## src/design/urm_pkg.sv

```systemverilog
/*
 * Shared constants and types of the ultrasonic range output block.
 * Assumes a single 250 MHz clock; every cycle count below derives from it.
 */
package urm_pkg;

    // ------------------------------------------------------------
    // Clock and timing
    // ------------------------------------------------------------
    localparam int CLK_HZ = 250_000_000;
    localparam int AUTO_PERIOD_MS = 100;
    localparam int SLOW_PERIOD_MS = 200;
    localparam int TIMEOUT_MS = 40;
    localparam int LED_PERIOD_MS = 100;
    localparam int TRIG_MIN_US = 10;
    localparam int BURST_HZ = 40_000;
    localparam int BAUD_BPS = 9600;
    localparam int SOUND_MPS = 348;

    localparam int AUTO_PERIOD_CYC = (CLK_HZ / 1000) * AUTO_PERIOD_MS;
    localparam int SLOW_PERIOD_CYC = (CLK_HZ / 1000) * SLOW_PERIOD_MS;
    localparam int TIMEOUT_CYC = (CLK_HZ / 1000) * TIMEOUT_MS;
    localparam int LED_HALF_CYC = (CLK_HZ / 1000) * LED_PERIOD_MS / 2;
    // Least time: integer division truncates, nothing is added to round up
    localparam int TRIG_MIN_CYC = (CLK_HZ / 1_000_000 * TRIG_MIN_US + 0);
    localparam int BURST_HALF_CYC = CLK_HZ / (2 * BURST_HZ);
    localparam int BIT_CYC = CLK_HZ / BAUD_BPS;
    // Round trip cycles per millimetre of distance
    localparam int CYC_PER_MM = (2 * CLK_HZ) / (SOUND_MPS * 1000);

    // ------------------------------------------------------------
    // Measurement and frame
    // ------------------------------------------------------------
    localparam int BURST_CYCLES = 8;
    localparam int UART_DATA_BITS = 8;
    localparam int DIST_W = 16;
    localparam logic [15:0] MIN_MM = 16'h00d2;
    localparam logic [15:0] THRESH_MM = 16'h05dc;
    localparam logic [7:0] FRAME_HEADER = 8'hff;
    localparam logic [7:0] CMD_MEASURE = 8'h55;
    localparam logic [1:0] FRAME_LAST = 2'h3;

    // ------------------------------------------------------------
    // Modes and states
    // ------------------------------------------------------------
    typedef enum logic [2:0] {
        MODE_TRIG = 3'h0,
        MODE_AUTO_SER = 3'h1,
        MODE_POLL_SER = 3'h2,
        MODE_AUTO_PW = 3'h3,
        MODE_LOWPWR = 3'h4,
        MODE_SWITCH = 3'h5
    } urm_mode_t;

    typedef enum logic [3:0] {
        MS_IDLE = 4'h1,
        MS_BURST = 4'h2,
        MS_LISTEN = 4'h4,
        MS_REPORT = 4'h8
    } urm_meas_t;

endpackage

```

## src/design/urm_top.sv

```systemverilog
/*
 * Measurement sequencing and output modes of the ultrasonic range block.
 * Assumes the analog front end gives a synchronous echo_detect level and
 * that straps are stable when reset is released.
 */
`timescale 1ns/1ps
module urm_top #(
    parameter int AUTO_CYC = urm_pkg::AUTO_PERIOD_CYC,
    parameter int SLOW_CYC = urm_pkg::SLOW_PERIOD_CYC,
    parameter int TIMEOUT_CYC = urm_pkg::TIMEOUT_CYC,
    parameter int LED_HALF_CYC = urm_pkg::LED_HALF_CYC,
    parameter int BIT_CYC = urm_pkg::BIT_CYC,
    parameter int BURST_HALF_CYC = urm_pkg::BURST_HALF_CYC,
    parameter int CYC_PER_MM = urm_pkg::CYC_PER_MM
) (
    // Clock and reset
    input wire logic clk,
    input wire logic rstn,
    // Mode straps
    input wire logic [2:0] strap_code,
    input wire logic auto_serial_strap,
    input wire logic polled_serial_strap,
    // Host pins
    input wire logic trig_rx,
    output logic echo_tx,
    output logic led,
    // Transducer and housekeeping
    output logic burst_drive,
    input wire logic echo_detect,
    output logic watchdog_en
);
    import urm_pkg::*;

    function automatic logic [7:0] frame_checksum(input logic [15:0] d);
        frame_checksum = 8'(FRAME_HEADER + d[15:8] + d[7:0]);
    endfunction

    function automatic logic [7:0] frame_byte(input logic [1:0] idx,
                                              input logic [15:0] d);
        case (idx)
            2'h0: frame_byte = FRAME_HEADER;
            2'h1: frame_byte = d[15:8];
            2'h2: frame_byte = d[7:0];
            default: frame_byte = frame_checksum(d);
        endcase
    endfunction

    // ------------------------------------------------------------
    // Strap capture after reset release
    // ------------------------------------------------------------
    urm_mode_t mode_q, mode_d;
    logic taken_q;

    always_comb begin
        mode_d = mode_q;
        if (!taken_q) begin
            if (auto_serial_strap) begin
                mode_d = MODE_AUTO_SER;
            end else if (polled_serial_strap) begin
                mode_d = MODE_POLL_SER;
            end else if (strap_code <= 3'h5) begin
                mode_d = urm_mode_t'(strap_code);
            end else begin
                mode_d = MODE_TRIG;
            end
        end
    end

    always_ff @(posedge clk or negedge rstn) begin
        if (!rstn) begin
            mode_q <= MODE_TRIG;
            taken_q <= 1'b0;
        end else begin
            mode_q <= mode_d;
            taken_q <= 1'b1;
        end
    end

    logic serial, pulse_trig, auto_mode;
    assign serial = taken_q && (mode_q == MODE_AUTO_SER || mode_q == MODE_POLL_SER);
    assign pulse_trig = taken_q && (mode_q == MODE_TRIG || mode_q == MODE_LOWPWR);
    assign auto_mode = taken_q && (mode_q == MODE_AUTO_SER || mode_q == MODE_AUTO_PW ||
                                   mode_q == MODE_SWITCH);

    // ------------------------------------------------------------
    // Start sources: trigger pulse, period tick, serial command
    // ------------------------------------------------------------
    logic [15:0] trig_hi_q, trig_hi_d;
    logic [31:0] per_q, per_d, per_lim;
    logic tick, trig_fire, cmd_ok, start, idle, rx_valid;
    logic [7:0] rx_data;
    urm_meas_t state_q, state_d;

    assign idle = state_q == MS_IDLE;
    assign per_lim = (mode_q == MODE_AUTO_SER) ? 32'(AUTO_CYC) : 32'(SLOW_CYC);
    assign tick = auto_mode && per_q == per_lim - 32'h1;
    // Measurement begins on the falling edge of a long enough trigger
    assign trig_fire = pulse_trig && !trig_rx &&
                       trig_hi_q >= 16'(TRIG_MIN_CYC);
    // Commands during a measurement are dropped; host spacing avoids this
    assign cmd_ok = taken_q && mode_q == MODE_POLL_SER && rx_valid &&
                    rx_data == CMD_MEASURE && idle;

    always_comb begin
        trig_hi_d = trig_rx ? ((trig_hi_q == 16'hffff) ? trig_hi_q : trig_hi_q + 16'h1)
                            : 16'h0;
        per_d = (!auto_mode || tick) ? 32'h0 : per_q + 32'h1;
    end

    always_ff @(posedge clk or negedge rstn) begin
        if (!rstn) begin
            trig_hi_q <= 16'h0;
            per_q <= 32'h0;
        end else begin
            trig_hi_q <= trig_hi_d;
            per_q <= per_d;
        end
    end

    // ------------------------------------------------------------
    // Measurement sequencer
    // ------------------------------------------------------------
    logic [31:0] meas_cnt_q, meas_cnt_d;
    logic [15:0] div_q, div_d, mm_q, mm_d, dist_q, dist_d;
    logic [15:0] hc_q, hc_d;
    logic [4:0] half_q, half_d;
    logic fr_busy_q, fr_busy_d;

    assign start = idle && !fr_busy_q && (trig_fire || tick || cmd_ok);

    always_comb begin
        state_d = state_q;
        meas_cnt_d = meas_cnt_q;
        div_d = div_q;
        mm_d = mm_q;
        hc_d = hc_q;
        half_d = half_q;
        dist_d = dist_q;
        if (state_q == MS_BURST || state_q == MS_LISTEN) begin
            // Round trip time counted from the start of emission
            meas_cnt_d = meas_cnt_q + 32'h1;
            if (div_q == 16'(CYC_PER_MM - 1)) begin
                div_d = 16'h0;
                mm_d = (mm_q == 16'hffff) ? mm_q : mm_q + 16'h1;
            end else begin
                div_d = div_q + 16'h1;
            end
        end
        case (state_q)
            MS_IDLE: begin
                if (start) begin
                    state_d = MS_BURST;
                    meas_cnt_d = 32'h0;
                    div_d = 16'h0;
                    mm_d = 16'h0;
                    hc_d = 16'h0;
                    half_d = 5'h0;
                end
            end
            MS_BURST: begin
                if (hc_q == 16'(BURST_HALF_CYC - 1)) begin
                    hc_d = 16'h0;
                    if (half_q == 5'(2 * BURST_CYCLES - 1)) begin
                        state_d = MS_LISTEN;
                    end else begin
                        half_d = half_q + 5'h1;
                    end
                end else begin
                    hc_d = hc_q + 16'h1;
                end
            end
            MS_LISTEN: begin
                if (echo_detect) begin
                    state_d = MS_REPORT;
                    dist_d = (mm_q < MIN_MM) ? MIN_MM : mm_q;
                end else if (meas_cnt_q >= 32'(TIMEOUT_CYC - 1)) begin
                    state_d = MS_REPORT;
                    dist_d = 16'h0;
                end
            end
            MS_REPORT: state_d = MS_IDLE;
            default: state_d = MS_IDLE;
        endcase
    end

    always_ff @(posedge clk or negedge rstn) begin
        if (!rstn) begin
            state_q <= MS_IDLE;
            meas_cnt_q <= 32'h0;
            div_q <= 16'h0;
            mm_q <= 16'h0;
            hc_q <= 16'h0;
            half_q <= 5'h0;
            dist_q <= 16'h0;
        end else begin
            state_q <= state_d;
            meas_cnt_q <= meas_cnt_d;
            div_q <= div_d;
            mm_q <= mm_d;
            hc_q <= hc_d;
            half_q <= half_d;
            dist_q <= dist_d;
        end
    end

    logic done, echo_pulse;
    assign done = state_q == MS_REPORT;
    assign echo_pulse = state_q == MS_BURST || state_q == MS_LISTEN;

    // ------------------------------------------------------------
    // Distance frame sender
    // ------------------------------------------------------------
    logic [1:0] fr_idx_q, fr_idx_d;
    logic [15:0] fr_dist_q, fr_dist_d;
    logic tx_valid, tx_ready, txd;
    logic [7:0] tx_data;

    assign tx_valid = fr_busy_q;
    assign tx_data = frame_byte(fr_idx_q, fr_dist_q);

    always_comb begin
        fr_busy_d = fr_busy_q;
        fr_idx_d = fr_idx_q;
        fr_dist_d = fr_dist_q;
        if (done && serial) begin
            fr_busy_d = 1'b1;
            fr_idx_d = 2'h0;
            fr_dist_d = dist_q;
        end else if (fr_busy_q && tx_ready) begin
            // Next byte is offered at once, nothing else interleaves
            if (fr_idx_q == FRAME_LAST) begin
                fr_busy_d = 1'b0;
            end else begin
                fr_idx_d = fr_idx_q + 2'h1;
            end
        end
    end

    always_ff @(posedge clk or negedge rstn) begin
        if (!rstn) begin
            fr_busy_q <= 1'b0;
            fr_idx_q <= 2'h0;
            fr_dist_q <= 16'h0;
        end else begin
            fr_busy_q <= fr_busy_d;
            fr_idx_q <= fr_idx_d;
            fr_dist_q <= fr_dist_d;
        end
    end

    urm_uart #(
        .BIT_CYC(BIT_CYC)
    ) u_uart (
        .clk(clk),
        .rstn(rstn),
        .tx_valid(tx_valid),
        .tx_ready(tx_ready),
        .tx_data(tx_data),
        .txd(txd),
        .rxd(trig_rx),
        .rx_valid(rx_valid),
        .rx_data(rx_data)
    );

    // ------------------------------------------------------------
    // Switch decision, LED and pin outputs
    // ------------------------------------------------------------
    logic below, prev_below_q, prev_below_d, sw_q, sw_d;
    logic led_q, led_d, echo_q, echo_d, burst_q, burst_d, wdog_q, wdog_d;
    logic [31:0] led_cnt_q, led_cnt_d;

    assign below = dist_q != 16'h0 && dist_q < THRESH_MM;

    always_comb begin
        prev_below_d = prev_below_q;
        sw_d = sw_q;
        if (done && mode_q == MODE_SWITCH) begin
            prev_below_d = below;
            if (below && prev_below_q) begin
                sw_d = 1'b1;
            end else if (!below && dist_q != THRESH_MM) begin
                sw_d = 1'b0;
            end
        end
        led_d = led_q;
        led_cnt_d = 32'h0;
        if (taken_q && mode_q == MODE_AUTO_SER) begin
            if (led_cnt_q == 32'(LED_HALF_CYC - 1)) begin
                led_d = !led_q;
            end else begin
                led_cnt_d = led_cnt_q + 32'h1;
            end
        end else if (cmd_ok || (pulse_trig && start)) begin
            led_d = !led_q;
        end
        if (serial) begin
            echo_d = txd;
        end else if (taken_q && mode_q == MODE_SWITCH) begin
            echo_d = sw_d;
        end else begin
            echo_d = echo_pulse;
        end
        burst_d = state_q == MS_BURST && !half_q[0];
        wdog_d = !(taken_q && mode_q == MODE_LOWPWR);
    end

    always_ff @(posedge clk or negedge rstn) begin
        if (!rstn) begin
            prev_below_q <= 1'b0;
            sw_q <= 1'b0;
            led_q <= 1'b0;
            led_cnt_q <= 32'h0;
            echo_q <= 1'b0;
            burst_q <= 1'b0;
            wdog_q <= 1'b1;
        end else begin
            prev_below_q <= prev_below_d;
            sw_q <= sw_d;
            led_q <= led_d;
            led_cnt_q <= led_cnt_d;
            echo_q <= echo_d;
            burst_q <= burst_d;
            wdog_q <= wdog_d;
        end
    end

    assign echo_tx = echo_q;
    assign led = led_q;
    assign burst_drive = burst_q;
    assign watchdog_en = wdog_q;
endmodule

```

## src/design/urm_uart.sv

```systemverilog
/*
 * 8N1 serial transmitter and receiver for the range block.
 * Assumes rxd is synchronous to clk and idles high.
 */
`timescale 1ns/1ps
module urm_uart #(
    parameter int BIT_CYC = urm_pkg::BIT_CYC
) (
    // Clock and reset
    input wire logic clk,
    input wire logic rstn,
    // Transmit side
    input wire logic tx_valid,
    output logic tx_ready,
    input wire logic [7:0] tx_data,
    output logic txd,
    // Receive side
    input wire logic rxd,
    output logic rx_valid,
    output logic [7:0] rx_data
);
    import urm_pkg::*;

    logic [31:0] tx_cnt_q, tx_cnt_d;
    logic [3:0] tx_bit_q, tx_bit_d;
    logic [9:0] tx_sh_q, tx_sh_d;
    logic tx_busy_q, tx_busy_d, txd_q, txd_d;
    logic [31:0] rx_cnt_q, rx_cnt_d;
    logic [3:0] rx_bit_q, rx_bit_d;
    logic [7:0] rx_sh_q, rx_sh_d, rx_data_q, rx_data_d;
    logic rx_busy_q, rx_busy_d, rx_valid_q, rx_valid_d;

    assign tx_ready = !tx_busy_q;
    assign txd = txd_q;
    assign rx_valid = rx_valid_q;
    assign rx_data = rx_data_q;

    // ------------------------------------------------------------
    // Transmitter: start bit, 8 data bits LSB first, stop bit
    // ------------------------------------------------------------
    always_comb begin
        tx_cnt_d = tx_cnt_q;
        tx_bit_d = tx_bit_q;
        tx_sh_d = tx_sh_q;
        tx_busy_d = tx_busy_q;
        if (!tx_busy_q) begin
            if (tx_valid) begin
                tx_sh_d = {1'b1, tx_data, 1'b0};
                tx_busy_d = 1'b1;
                tx_bit_d = 4'h0;
                tx_cnt_d = 32'h0;
            end
        end else if (tx_cnt_q == 32'(BIT_CYC - 1)) begin
            tx_cnt_d = 32'h0;
            if (tx_bit_q == 4'(UART_DATA_BITS + 1)) begin
                tx_busy_d = 1'b0;
            end else begin
                tx_bit_d = tx_bit_q + 4'h1;
                tx_sh_d = {1'b1, tx_sh_q[9:1]};
            end
        end else begin
            tx_cnt_d = tx_cnt_q + 32'h1;
        end
        txd_d = tx_busy_d ? tx_sh_d[0] : 1'b1;
    end

    always_ff @(posedge clk or negedge rstn) begin
        if (!rstn) begin
            tx_cnt_q <= 32'h0;
            tx_bit_q <= 4'h0;
            tx_sh_q <= 10'h3ff;
            tx_busy_q <= 1'b0;
            txd_q <= 1'b1;
        end else begin
            tx_cnt_q <= tx_cnt_d;
            tx_bit_q <= tx_bit_d;
            tx_sh_q <= tx_sh_d;
            tx_busy_q <= tx_busy_d;
            txd_q <= txd_d;
        end
    end

    // ------------------------------------------------------------
    // Receiver: samples mid-bit, drops bytes with a bad stop bit
    // ------------------------------------------------------------
    always_comb begin
        rx_cnt_d = rx_cnt_q;
        rx_bit_d = rx_bit_q;
        rx_sh_d = rx_sh_q;
        rx_busy_d = rx_busy_q;
        rx_data_d = rx_data_q;
        rx_valid_d = 1'b0;
        if (!rx_busy_q) begin
            if (!rxd) begin
                rx_busy_d = 1'b1;
                rx_cnt_d = 32'h0;
                rx_bit_d = 4'h0;
            end
        end else if (rx_cnt_q == ((rx_bit_q == 4'h0) ? 32'(BIT_CYC / 2 - 1)
                                                      : 32'(BIT_CYC - 1))) begin
            rx_cnt_d = 32'h0;
            if (rx_bit_q == 4'h0) begin
                // False start on a glitch
                rx_busy_d = !rxd;
                rx_bit_d = 4'h1;
            end else if (rx_bit_q == 4'(UART_DATA_BITS + 1)) begin
                rx_busy_d = 1'b0;
                if (rxd) begin
                    rx_valid_d = 1'b1;
                    rx_data_d = rx_sh_q;
                end
            end else begin
                rx_sh_d = {rxd, rx_sh_q[7:1]};
                rx_bit_d = rx_bit_q + 4'h1;
            end
        end else begin
            rx_cnt_d = rx_cnt_q + 32'h1;
        end
    end

    always_ff @(posedge clk or negedge rstn) begin
        if (!rstn) begin
            rx_cnt_q <= 32'h0;
            rx_bit_q <= 4'h0;
            rx_sh_q <= 8'h00;
            rx_busy_q <= 1'b0;
            rx_data_q <= 8'h00;
            rx_valid_q <= 1'b0;
        end else begin
            rx_cnt_q <= rx_cnt_d;
            rx_bit_q <= rx_bit_d;
            rx_sh_q <= rx_sh_d;
            rx_busy_q <= rx_busy_d;
            rx_data_q <= rx_data_d;
            rx_valid_q <= rx_valid_d;
        end
    end

endmodule

```

## config.mk

```make
export PLATFORM = sky130hd
export DESIGN_NAME = urm_top
export DESIGN_NICKNAME = d
export VERILOG_FILES = /design/src/design/urm_pkg.sv /design/src/design/urm_top.sv /design/src/design/urm_uart.sv
export SDC_FILE = /design/constraint.sdc
export NUM_CORES = 1
export LEC_CHECK = 0
export BUFFER_PORTS_ARGS = -buffer_cell sky130_fd_sc_hd__buf_4
export CAP_MARGIN = 0
export CORE_MARGIN = 2
export CORE_UTILIZATION = 30
export CTS_CLUSTER_DIAMETER = 40
export DETAILED_ROUTE_END_ITERATION = 7
export PLACE_DENSITY = 0.47
export SYNTH_ARGS = -nofsm -noshare
export SYNTH_HDL_FRONTEND = slang
export SYNTH_SLANG_ARGS = --single-unit
```

## constraint.sdc

```tcl
create_clock -name clk -period 2.98 [get_ports clk]
set_clock_uncertainty 0.15 [all_clocks]
set_input_delay 0.149 -clock clk [delete_from_list [all_inputs] [get_ports clk]]
set_output_delay 0.149 -clock clk [all_outputs]
set_load 0.02 [all_outputs]
```

Yosys cells after proc, flatten, opt, wreduce, memory -nomap -nowiden

Index checks and enable logic that the tools add are counted.
Widths: inputs -> output; s select.

Add/subtract/negate cells: 16
$mul: 0
Divide/modulo/power cells: 0
Order comparisons: 5
Equality and inequality tests: 38
Shift operators: 0
Mux-type cells: 87
Bitwise logic cells: 2
Reduce and logical (&&, ||, !) cells: 61

Operators by type and width:

| cell                  | count |
|---|---|
| $mux 32               | 12 |
| $mux 16               | 16 |
| $add 32x1->32 const B | 5 |
| $add 16x1->16 const B | 4 |
| $eq 32x32->1          | 2 |
| $mux 4                | 14 |
| $mux 10               | 4 |
| $eq 16x16->1 const B  | 2 |
| $eq 32x15->1 const B  | 1 |
| $eq 32x24->1 const B  | 1 |
| $ge 32x24->1 const B  | 1 |
| $pmux 16 s2           | 1 |
| $sub 26x1->27 const B | 1 |
| $mux 1                | 26 |
| $mux 26               | 1 |
| $pmux 8 s3            | 1 |
| $logic_and 1x1->1     | 23 |
| $ne 2x2->1 const B    | 9 |
| $eq 16x11->1 const B  | 1 |
| $eq 16x12->1 const B  | 1 |
| $ge 16x12->1 const B  | 1 |
| $lt 16x11->1 const B  | 1 |
| $lt 16x8->1 const B   | 1 |
| $ne 16x11->1 const B  | 1 |
| other kinds (37)      | 79 |

Bits in registers: 316
Bits in latches: 0
RAM bits: 0
Bits in read-only memories: 0
Input bits: 9
Output and inout bits: 4
Logic and storage cells: 242
Memories: 0

Longest topological paths before layout

Depth in word-level cells: 12
Depth in mapped cells: 11
Gate-level depth less buffers: 11

Hierarchy

A second synthesis with hierarchy kept.

Cell total of the unflattened synthesis: 1866
Area total of the unflattened synthesis: 17146.4 um^2

By module, submodules not included:

| module   | instances | cells each | area each (um^2) | sequential area each (um^2) |
|---|---|---|---|---|
| urm_top  | 1         | 1260       | 11395.9          | 5357.6 |
| urm_uart | 1         | 606        | 5750.5           | 2566.2 |

Worst setup path before layout

No wires, ideal clock.

Kind: reg-to-reg
From: register u_uart.rx_bit_q[0]
To: register u_uart.rx_data_q[0] (netlist: u_uart.rx_data[0])
Setup time: 0.125 ns
Data arrival time: 2.543 ns
Data required time: 2.705 ns
Slack: 0.163 ns
Stages on the path, launching flop included: 9
Path buffers: 1
Clock period less this slack: 2.817 ns
Cells stage by stage: dfrtp_1 inv_1 ha_1 or3b_1 or4_4 a211oi_4 and3_1 buf_4 mux2_2

Longest elaborated chain between the ends: 4
Elaborated cells on any way between the ends: 6
Classes of those cells: 2 x eq/ne; 1 x mux; 1 x bitwise; 2 x reduce/logical

RTL lines:

| what                                  | line                            | RTL |
|---|---|---|
| from (decl)                           | urm_uart.sv:29                  | `logic [3:0] rx_bit_q, rx_bit_d;` |
| from (signal assigned)                | urm_uart.sv:131                 | `rx_bit_q <= rx_bit_d;` |
| $logic_not 4->1                       | urm_uart.sv:99, urm_uart.sv:102 |  |
| $mux 15                               | urm_uart.sv:99                  | `end else if (rx_cnt_q == ((rx_bit_q == 4'h0) ? 32'(BIT_CYC / 2 - 1)` |
| $eq 32x32->1                          | urm_uart.sv:99                  |  |
| $reduce_and 5->1 (no source line) (*) | --                              |  |
| to (signal assigned)                  | urm_uart.sv:134                 | `rx_data_q <= rx_data_d;` |
| to (decl)                             | urm_uart.sv:30                  | `logic [7:0] rx_sh_q, rx_sh_d, rx_data_q, rx_data_d;` |

Mark *: on every way between the ends. The rest lies on a longest branch, timed or not.
A chain may end at the register's enable or synchronous reset.

Worst setup path after layout

From: register u_uart.rx_bit_q[1]
To: register u_uart.rx_data_q[5] (netlist: u_uart.rx_data[5])

Same word-level chain as after synthesis.

==> flow_summary_export.csv <==
group,metric,value,unit
status,status,"finished clean",
min_path,hold_path_class,"in2async",
sta,worstMarginPinSlew,0.877,ns
floorplan,fp-row-count,86,
power,ir_drop,0.000599,V
yosys,synth_ff_type,"dfrtp_1",
cts,path_clk_slew,0.05,ns
finish,nNetsFinal,1957,
yosys,synth_edf_count,0,
cts,clock-root-buffer,"clkbuf_16",
sta,drv_slew,0,
placement,port_buffers,12,
grt,grtUsageMet2,22.2,%
grt,antenna_found_initial,0,
yosys,netlist_top_cells_count,"303 x dfrtp_1, 221 x nor2_1, 190 x nand2_1",
cts,clock-sinks,316,
critical_path,crit_path_cell_trace,"inv_1 > ha_1 > or3b_1 > or4_4 > a211oi_4 > and3_2 > mux2_2",
critical_path,required,3.28,ns
yosys,synthArstFlopShare,100,%
finish,area_delta_synth_final,22.9,%
sta,setup_viol,0,
cts,cts_tree,"yes",
finish,fin_cells,2712,
critical_path,end_kind,"flip-flop",
sta,rsz0062_at_grt,"no",
critical_path,critPathMaxStageDelay,0.56,ns
placement,dp.cells,2577,
detailed_routing,first_pass_iters,5,
yosys,synth_cell_types,78,
power,p_leak,8.59,nW
yosys,ys_seq_elements,316,
detailed_routing,totalWireLength,39700,um
yosys,synthCells,1833,
finish,drive_gt1_share,12.5,%
grt,grt_first_pass_wirelength,67500,um
sta,layout_worst_path_cycle_share,95.8,%
cts,numCtsBuffers,69,
grt,grt_pass1_vias,13200,
grt,busiest_layer,"met2",
sta,hold_violations,0,
detailed_routing,via_per_inst,4.95,
floorplan,pin_count,13,
yosys,seq_area_frac_synth,47.2,%
grt,met1_usage,19.1,%
sta,slew_headroom,41.3,%
floorplan,initial_utilization,30.4,%
placement,gp_congestion,0.788,
floorplan,coreArea,0.0552,mm^2
yosys,yosysWarnings,0,
grt,use_met3,3.02,%
critical_path,cp_max_fo,9,
floorplan,dieArea,0.0579,mm^2
yosys,yosysTopAreaCell,"dfrtp_1",
finish,n_fill_cell,5606,
detailed_routing,ant_nets,0,
yosys,syn-mean-instance-area,9.16,um^2
sta,setup-tns-final,0,ns
finish,num_antenna_cells,0,
yosys,synth.area.top_cells,"dfrtp_1 45%, nor2_1 4.9%, nand2_1 4.2%, xor2_1 3.9%, xnor2_1 3.7%",
yosys,synthMostInstantiatedCell,"dfrtp_1",
critical_path,slowest_stage,"or4_4",
floorplan,fp.dieW,241,um
sta,period_needed,2.85,ns
placement,dpl.hpwl,25800,um
detailed_routing,vias,13400,
yosys,synthesis.nets,1879,
sta,fmaxAchievable,350,MHz
floorplan,die_y,241,um
flow_run,maxCapViolations,0,
cts,htreeDepth,3,
critical_path,start_kind,"flip-flop",
yosys,synth_top_area_share,45.1,%
grt,grt_max_degree,121,
cts,cts.path.max_buffers,3,
detailed_routing,drt-initial-drc-count,699,
power,powerDensity,638,mW/mm^2
critical_path,worst_ep_arrival_time,3.16,ns
grt,grt_use_total,14.1,%
detailed_routing,drc,0,
critical_path,worstSetupPathType,"reg2reg",
detailed_routing,wl_per_cell,14.6,um
grt,grt-ovfl-total,0,
yosys,netlist_area,0.0168,mm^2
cts,worstSkewPairLatency,0.59,ns
==> cells in the final DEF, fill, tap and decap left out, types with 22 or more instances in the layout <==
cell type / Yosys / routed
nand2_1: 190 / 190
ha_1: 36 / 36
o21ai_0: 103 / 103
xor2_1: 74 / 74
dfrtp_1: 303 / 303
a31oi_1: 42 / 42
nand4_1: 65 / 65
and3_1: 42 / 41
nand3_1: 95 / 95
or3_1: 22 / 22
buf_4: 2 / 57
a21oi_1: 54 / 54
xnor2_1: 70 / 70
nor2_1: 221 / 220
nor4_1: 40 / 39
clkbuf_16: 0 / 72
nor3_1: 52 / 52
inv_1: 90 / 90
==> through the flow <==
step	util (%)	hold slack, ns	power (mW)	area (um^2)	worst slack, ns
finish	37.4	0.0333	13.2	20600	0.127
global route	37.4	0.0388	13.7	20600	0.000600
detailed placement	32.7	-0.107	5.15	18000	-0.0170
global placement	32.7	-0.102	5.14	18000	0.0235
CTS	37.4	0.0175	13.4	20600	0.0288
floorplan	-	-0.297	4.89	16800	0.163
==> power by group <==
part / switching, mW / internal [mW]
clock: 2.54 / 5.55
sequential: 0.128 / 4.40
combinational: 0.341 / 0.213
==> metal layers <==
layer | wire (um) | part of all wire [%]
met5 | 0 | 0
met2 | 18100 | 46
met3 | 1170 | 2.9
met1 | 19300 | 49
met4 | 1070 | 2.7
==> sequential cells by signal (all words and copies together), names as in the netlist, 16 cells and up <==
name / cells
dist_q: 16
div_q: 16
fr_dist_q: 16
hc_q: 16
led_cnt_q: 32
meas_cnt_q: 32
mm_q: 16
per_q: 32
trig_hi_q: 16
u_uart.rx_cnt_q: 32
u_uart.tx_cnt_q: 32
==> repair_timing <==
action / CTS / global route
gates resized for setup: 2 / 3
buffers inserted: 0 / 1
endpoints found under the hold margin: 344 / 0
pin swaps: 0 / 1
hold buffers: 10 / 0
setup endpoints to repair: 10 / 39
==> final cells by class <==
type | instances | area, um^2 | share of cell area [%]
well taps | 748 | 936 | 4.53
flip-flops and latches | 316 | 7920 | 38.4
inverters | 92 | 345 | 1.67
clock inverters | 34 | 494 | 2.39
clock buffers | 90 | 1980 | 9.59
repair buffers | 76 | 704 | 3.41
multi-input cells | 1356 | 8260 | 40.0
==> cells by family after synthesis <==
| kind of cell | synth area share (%) |
|---|---|
| xor gates and xnor gates | 7.51 |
| adders and majority gates | 2.80 |
| AOI/OAI and AO/OA | 11.3 |
| other | 0.0223 |
| buffers and inverters | 3.78 |
| and+or+nand+nor | 24.9 |
| DFF | 47.2 |
| muxes | 2.47 |
==> worst max-delay path: cells and delay by family, from the launching register on <==
family | cells | cell delay (ns)
simple gates | 3 | 1.30
flops | 1 | 0.39
mux | 1 | 0.37
compound gates | 1 | 0.28
fa+ha+maj | 1 | 0.16
buf+inv | 1 | 0.08
==> path summary, 6_finish.rpt <==
check,to,slack (ns),cells after the start,from
max reg2reg,u_uart.rx_data[5],0.13,7,u_uart.rx_bit_q[1]
min,trig_hi_q[12],0.03,3,rstn
max,u_uart.rx_data[5],0.13,7,u_uart.rx_bit_q[1]
max in group asynchronous,meas_cnt_q[6],1.97,3,rstn
min in group clk,u_uart.rx_busy_q,0.23,3,trig_rx
min reg2reg,led,0.34,1,led
No activity file was read; power rests on OpenSTA's default activity.
